**config.mk**
```make
export PLATFORM = sky130hd
export DESIGN_NAME = spc_top
export DESIGN_NICKNAME = d
export VERILOG_FILES = /design/src/logic/spc_pkg.sv /design/src/logic/spc_sync.sv /design/src/logic/spc_top.sv
export SDC_FILE = /design/constraint.sdc
export NUM_CORES = 1
export LEC_CHECK = 0
export ABC_AREA = 1
export BUFFER_PORTS_ARGS = -buffer_cell sky130_fd_sc_hd__buf_2
export CORE_UTILIZATION = 48
export CTS_CLUSTER_SIZE = 24
export DETAILED_ROUTE_END_ITERATION = 10
export HOLD_SLACK_MARGIN = 0.15
export PLACE_DENSITY = 0.88
export SKIP_CTS_REPAIR_TIMING = 1
export SLEW_MARGIN = 25
export SYNTH_ARGS = -nofsm -noshare
export SYNTH_HDL_FRONTEND = slang
export SYNTH_SLANG_ARGS = --single-unit
```
**constraint.sdc**
```tcl
create_clock -name clk_sys_in -period 1.5 [get_ports clk_sys_in]
set_clock_uncertainty 0.05 [all_clocks]
set_input_delay 0.075 -clock clk_sys_in [delete_from_list [all_inputs] [get_ports clk_sys_in]]
set_output_delay 0.075 -clock clk_sys_in [all_outputs]
set_load 0.01 [all_outputs]
```
**src/logic/spc_pkg.sv**
```systemverilog
// Purpose: shared constants for the system pll control block
// Assumes: apb slave, 32-bit data, word aligned registers
// Notes:   offsets and key values below are local choices
package spc_pkg;
    // =====================================================================
    // register map
    localparam logic [11:0] SPC_OFF_CTRL   = 12'h000;
    localparam logic [11:0] SPC_OFF_UNLOCK = 12'h004;
    localparam logic [11:0] SPC_OFF_STATUS = 12'h008;
    // =====================================================================
    // control field positions
    localparam int SPC_DIV_LSB   = 8;
    localparam int SPC_REF_BIT   = 7;
    localparam int SPC_BAND_LSB  = 0;
    // =====================================================================
    // unlock keys, written in order to the unlock register
    localparam logic [31:0] SPC_KEY_ONE = 32'haa99_6655;
    localparam logic [31:0] SPC_KEY_TWO = 32'h5566_99aa;
    // =====================================================================
    // codes
    localparam logic [2:0] SPC_SRC_PLL     = 3'h1;
    localparam logic [2:0] SPC_BAND_BYPASS = 3'h0;
    localparam logic [2:0] SPC_BAND_MAX    = 3'h5;
    localparam logic [2:0] SPC_DIV_ONE     = 3'h0;
    // =====================================================================
    // unlock state machine
    typedef enum logic [1:0] {
        SPC_LOCKED   = 2'b00,
        SPC_HALF     = 2'b01,
        SPC_UNLOCKED = 2'b11
    } spc_lock_e;
endpackage : spc_pkg

```
**src/logic/spc_sync.sv**
```systemverilog
// Purpose: three stage synchroniser for pin inputs
// Assumes: input is asynchronous to clk_sys_in
// Notes:   output changes when the second and third stage agree
`timescale 1ns/1ns
module spc_sync #(
    parameter int W = 1
) (
    input  wire logic         clk_sys_in,
    input  wire logic         rst_b_in,
    input  wire logic         ce_in,
    input  wire logic [W-1:0] d_in,
    output logic      [W-1:0] q_out
);
    // =====================================================================
    // stages
    logic [W-1:0] s1_r;
    logic [W-1:0] s2_r;
    logic [W-1:0] s3_r;
    logic [W-1:0] q_r;

    // first stage feeds only the second
    always_ff @(posedge clk_sys_in or negedge rst_b_in) begin
        if (!rst_b_in) begin
            s1_r <= '0;
            s2_r <= '0;
            s3_r <= '0;
            q_r  <= '0;
        end else if (ce_in) begin
            s1_r <= d_in;
            s2_r <= s1_r;
            s3_r <= s2_r;
            if (s2_r == s3_r) begin
                q_r <= s3_r; // accept only settled value
            end
        end
    end
    assign q_out = q_r;
endmodule : spc_sync

```
**src/logic/spc_top.sv**
```systemverilog
// Purpose: control register for the system phase locked loop
// Assumes: apb master keeps request stable until pready
// Notes:   nonvolatile defaults are loaded on the first enabled edge after reset
// How it works
// - the reference divide ratio is the divider field plus one.
// - with the fast rc reference chosen the divider field is ignored and divide by one used.
// - reference select 1 routes the fast rc oscillator, 0 the primary oscillator.
// - band 000 bypasses, 001 to 101 pick bands, 110 and 111 are reserved.
// - after power-on reset the three fields load from the nonvolatile defaults.
// - a write to the control register takes effect only after the unlock sequence.
// - writes are blocked while the current clock source field is 001.
//
// The implementer's own choices: the register addresses and the APB slave port.
`timescale 1ns/1ns
module spc_top
    import spc_pkg::*;
(
    input  wire logic        clk_sys_in,
    input  wire logic        rst_b_in,
    input  wire logic        ce_in,
    input  wire logic        psel_in,
    input  wire logic        penable_in,
    input  wire logic        pwrite_in,
    input  wire logic [11:0] paddr_in,
    input  wire logic [31:0] pwdata_in,
    output logic      [31:0] prdata_out,
    output logic             pready_out,
    output logic             pslverr_out,
    input  wire logic [2:0]  cfg_default_input_divider_in,
    input  wire logic        cfg_default_reference_select_in,
    input  wire logic [2:0]  cfg_default_frequency_band_in,
    input  wire logic [2:0]  current_clock_source_in,
    output logic             pll_reference_select_out,
    output logic [2:0]       pll_input_divider_out,
    output logic [3:0]       pll_divide_ratio_out,
    output logic [2:0]       pll_frequency_band_out,
    output logic             pll_bypass_out,
    output logic             pll_band_reserved_out,
    output logic             pll_ref_fast_rc_out,
    output logic             pll_ref_primary_out
);
    import spc_pkg::*;

    // =====================================================================
    // state
    typedef struct packed {
        logic        loaded;
        spc_lock_e   lock;
        logic        ref_sel;
        logic [2:0]  div;
        logic [2:0]  band;
        logic        refused;
        logic [31:0] rdata;
        logic        slverr;
    } spc_state_s;

    spc_state_s st_r;
    spc_state_s st_nxt;
    logic [2:0] cur_src;

    // clock source comes from another domain
    spc_sync #(.W(3)) u_src_sync (
        .clk_sys_in (clk_sys_in),
        .rst_b_in   (rst_b_in),
        .ce_in      (ce_in),
        .d_in       (current_clock_source_in),
        .q_out      (cur_src)
    );

    // effective divide ratio, shared by output and read path
    function automatic logic [3:0] spc_ratio(input logic ref_sel, input logic [2:0] div);
        if (ref_sel) begin
            spc_ratio = 4'h1;
        end else begin
            spc_ratio = {1'b0, div} + 4'h1;
        end
    endfunction : spc_ratio

    // =====================================================================
    // bus decode
    logic       access;
    logic       taken;
    logic       rd_phase_r;
    logic       wr_ctrl;
    logic       wr_unl;
    logic       pll_active;
    logic       mapped;
    logic       wr_ref;
    logic [2:0] wr_div;
    logic [2:0] wr_band;
    assign access     = psel_in && penable_in;
    // writes act only on the edge that answers: the access phase spans two
    // edges, and acting on both would replay a key or refuse a good write
    assign taken      = access && rd_phase_r;
    // write data fields, shared by the update path and the checks
    assign wr_ref     = pwdata_in[SPC_REF_BIT];
    assign wr_div     = pwdata_in[SPC_DIV_LSB +: 3];
    assign wr_band    = pwdata_in[SPC_BAND_LSB +: 3];
    assign pll_active = (cur_src == SPC_SRC_PLL);
    assign mapped     = (paddr_in == SPC_OFF_CTRL) || (paddr_in == SPC_OFF_UNLOCK)
                     || (paddr_in == SPC_OFF_STATUS);
    assign wr_ctrl    = taken && pwrite_in && (paddr_in == SPC_OFF_CTRL);
    assign wr_unl     = taken && pwrite_in && (paddr_in == SPC_OFF_UNLOCK);

    // next state: defaults, unlock, guarded write, read data
    always_comb begin
        st_nxt = st_r;
        if (!st_r.loaded) begin
            st_nxt.loaded  = 1'b1;
            st_nxt.ref_sel = cfg_default_reference_select_in;
            st_nxt.div     = cfg_default_input_divider_in;
            st_nxt.band    = cfg_default_frequency_band_in;
        end
        if (wr_unl) begin
            case (st_r.lock)
                SPC_LOCKED:   st_nxt.lock = (pwdata_in == SPC_KEY_ONE) ? SPC_HALF : SPC_LOCKED;
                SPC_HALF:     st_nxt.lock = (pwdata_in == SPC_KEY_TWO) ? SPC_UNLOCKED
                                                                       : SPC_LOCKED;
                SPC_UNLOCKED: st_nxt.lock = (pwdata_in == SPC_KEY_ONE) ? SPC_UNLOCKED
                                                                       : SPC_LOCKED;
                default:      st_nxt.lock = SPC_LOCKED;
            endcase
        end
        if (wr_ctrl && st_r.loaded) begin
            // one write per unlock, so a stray later write cannot slip in
            st_nxt.lock = SPC_LOCKED;
            if (st_r.lock == SPC_UNLOCKED && !pll_active) begin
                st_nxt.ref_sel = wr_ref;
                st_nxt.div     = wr_div;
                st_nxt.band    = wr_band;
                st_nxt.refused = 1'b0;
            end else begin
                st_nxt.refused = 1'b1; // fields kept
            end
        end
        st_nxt.slverr = access && !mapped;
        st_nxt.rdata  = 32'h0000_0000;
        if (access && !pwrite_in) begin
            case (paddr_in)
                SPC_OFF_CTRL: begin
                    st_nxt.rdata[SPC_DIV_LSB +: 3]  = st_r.div;
                    st_nxt.rdata[SPC_REF_BIT]       = st_r.ref_sel;
                    st_nxt.rdata[SPC_BAND_LSB +: 3] = st_r.band;
                end
                SPC_OFF_STATUS: begin
                    st_nxt.rdata[1:0]  = st_r.lock;
                    st_nxt.rdata[2]    = st_r.refused;
                    st_nxt.rdata[5:3]  = cur_src;
                    st_nxt.rdata[11:8] = spc_ratio(st_r.ref_sel, st_r.div);
                end
                default: st_nxt.rdata = 32'h0000_0000;
            endcase
        end
    end

    // register the whole state
    always_ff @(posedge clk_sys_in or negedge rst_b_in) begin
        if (!rst_b_in) begin
            st_r <= '{loaded: 1'b0, lock: SPC_LOCKED, ref_sel: 1'b0, div: SPC_DIV_ONE,
                      band: SPC_BAND_BYPASS, refused: 1'b0, rdata: 32'h0000_0000,
                      slverr: 1'b0};
        end else if (ce_in) begin
            st_r <= st_nxt;
        end
    end

    // =====================================================================
    // outputs; read data registered, so each access takes two access cycles
    always_ff @(posedge clk_sys_in or negedge rst_b_in) begin
        if (!rst_b_in) begin
            rd_phase_r <= 1'b0;
        end else if (ce_in) begin
            rd_phase_r <= access && !rd_phase_r;
        end
    end
    assign pready_out  = rd_phase_r && ce_in;
    assign prdata_out  = st_r.rdata;
    assign pslverr_out = rd_phase_r && st_r.slverr;

    assign pll_reference_select_out = st_r.ref_sel;
    assign pll_input_divider_out    = st_r.div;
    assign pll_divide_ratio_out     = spc_ratio(st_r.ref_sel, st_r.div);
    assign pll_ref_fast_rc_out      = st_r.ref_sel;
    assign pll_ref_primary_out      = !st_r.ref_sel;
    assign pll_frequency_band_out   = st_r.band;
    assign pll_bypass_out           = (st_r.band == SPC_BAND_BYPASS);
    assign pll_band_reserved_out    = (st_r.band > SPC_BAND_MAX);
endmodule : spc_top

```
==> run metrics <==
status complete, no violations; first-pass GRT wire length approximately 9000 um; register area share after synthesis between 30% and 40%; 1st-iter DRT viols 140; Inserted Clock Buffers 5; number of global-route vias before repair ~2.2k; DR WL met3 approximately 300 um; Via density 4.75; Total Power around 2700 uW; Placement Rows 26; dpl hpwl 4410 um; filler instances roughly 450; Max-Cap Viols 0; Core ar. just over 0.005 mm^2; WP data arrival ~1.3 ns; die area between 0.005 and 0.006 mm^2; final core occ 62.2%; Gate power share about 25%; cell area power density between 800 and 900 mW/mm^2; sequential share of power a little over two fifths; top sig layer met4; TritonCTS clock tree done; Inst Count DP about 490; critical path class reg2out; met1 WL between 2000 and 3000 um; Post-synth EDFFs 0; WL/cell 11.7 um; # diodes 0; dpl cell area between 0.002 and 0.003 mm^2; clock sink count 36; die height about 74 um; clock share of power approximately a third; synth warn 0; Max Slew Vio Count 0; Crit path required time between 1 and 1.5 ns; Multi-input gate area about 0.0012 mm^2; Post-DRT Antenna Nets 0; number of hold violations in the final report 0; routability cong. slightly above 0.8; Tcrit/Tclk final 96.0%; DRT Pass-1 Iters 4; final hold slack 0.0922 ns; CP Capture Type output port; Via Count 2427; layout cell share with drive strength beyond 1 between 20% and 30%; mapped cell area between 0.002 and 0.003 mm^2; minimum clock period after layout between 1 and 1.5 ns; Clock Latency Late Sink approximately 0.30 ns; ys async rst share 100%; clk buf depth 2; Peak VDD IR 0.517 mV; starting density of the core around 50%; Yosys reg bits 36; cell-internal power 1870 uW; most frequent cells in the layout 99 x nand2_1, 86 x buf_2, 42 x inv_1; Synth Area per Inst just over 7 um^2; synth unique cells 33; GRT Overall Usage around 22%; Worst Setup Start Kind flop; Final Net Count 501; CTS root buffer clkbuf_8; I/O pins 109; Main synth FF type dfrtp_1; area added between synthesis and finish 25.2%; IO Port Bufs 87; Worst-path clk slew 0.08 ns; H-tree depth 2; f_max around 0.7 GHz; HP Class in2reg; final instance area approximately 0.0032 mm^2; Switching Fraction a little under a third; Synth Instances between 300 and 400; Finish-stage setup viols 0; Die Width roughly 74 um; Reg area ~900 um^2; Non-Filler Instances between 500 and 600; most common cell after layout, fill and taps aside nand2_1; Crit Path Max Fanout 2; initial antenna violation count 0; DRC viols 0; Post-Route WL just under 6000 um; metal2 WL between 2000 and 3000 um; largest net degree at the start of global routing 37; sw power 864 uW; P_leak between 0.0015 and 0.002 uW; total grt overflow 0
-- per-stage QoR --
| stage | setup TNS (ns) | setup slack, ns |
|---|---|---|
| after global routing | -0.00151 | -0.00151 |
| after floorplan | 0 | 0.221 |
| after CTS | -0.0911 | -0.0901 |
| after global placement | 0 | 0.173 |
| final | 0 | 0.0598 |
| after detailed placement | 0 | 0.131 |
-- worst max-delay path, cell delays in order (launching register included) --
cell	delay, ns
dfrtp_1	0.40
ha_2	0.18
or2_4	0.23
nand3_4	0.06
inv_2	0.04
buf_6	0.11
-- cells by family after synthesis --
family                     after synthesis  synth area share (%)
AOI/OAI and AO/OA                       28                  6.30
xor gates and xnor gates                 2                 0.695
adders and majority gates                1                 0.496
buffers and inverters                   93                  19.9
DFF                                     36                  35.7
muxes                                    7                  2.78
other                                    1                 0.149
and+or+nand+nor                        181                  33.9
-- path summary, 6_finish.rpt --
kind                                               start                   endpoint  slack, ns  depth (start not counted)
worst max-delay path            pll_input_divider_out[0]    pll_divide_ratio_out[2]       0.06                          5
max in group asynchronous                       rst_b_in   pll_input_divider_out[1]       0.78                          3
worst min-delay path                        pwdata_in[8]   pll_input_divider_out[0]       0.09                          5
worst min register to register             prdata_out[9]              prdata_out[9]       0.43                          2
worst max register to register                rd_phase_r  pll_frequency_band_out[2]       0.14                          7
min in group asynchronous                       rst_b_in        u_src_sync.q_out[0]       0.30                          3
-- synthesized netlist by cell type, types with 3 or more instances --
cell      n  area (um^2)
buf_2     4         20.0
buf_4    39          293
dfrtp_1  36          901
inv_1    43          161
inv_2     3         11.3
mux2i_1   7         70.1
nand2_1  99          372
nand3_1  29          145
nand4_1   6         37.5
nor2_1   26         97.6
nor2_8    3         60.1
nor3_1    7         35.0
o21ai_0  13         65.1
o21ai_1   5         25.0
o31ai_1   4         30.0
-- power by group through the flow --
| stage | clock network, uW | logic [uW] | registers [uW] |
|---|---|---|---|
| 2_1_floorplan | 0 | 420 | 1170 |
| 3_3_place_gp | 0 | 587 | 1190 |
| 3_5_place_dp | 0 | 608 | 1190 |
| 4_1_cts | 881 | 612 | 1170 |
| 5_1_grt | 932 | 762 | 1190 |
| 6_report | 881 | 674 | 1180 |
-- layer usage --
metal | up-vias | track usage (%)
met2 | 89 | 37.2
li1 | 1219 | -
met1 | 1104 | 26.7
met4 | 0 | 7.34
met5 | - | 0
met3 | 15 | 4.74
-- final cells by class --
cell class	instances	share of cell area, %
clock buffers	5	2.18
clock inverters	3	1.47
inverters	47	5.63
multi-input cells	240	38.6
flip-flops and latches	36	28.5
well taps	70	2.77
repair buffers	110	20.8
-- sequential cells by signal, summed over array words and instances, names as in the netlist --
name and cells:
prdata_out 11, st_r 5, pll_frequency_band_out 3, pll_input_divider_out 3, u_src_sync.q_out 3, u_src_sync.s1_r 3
u_src_sync.s2_r 3, u_src_sync.s3_r 3, pll_ref_fast_rc_out 1, rd_phase_r 1
(Power assumes the default switching activity.)
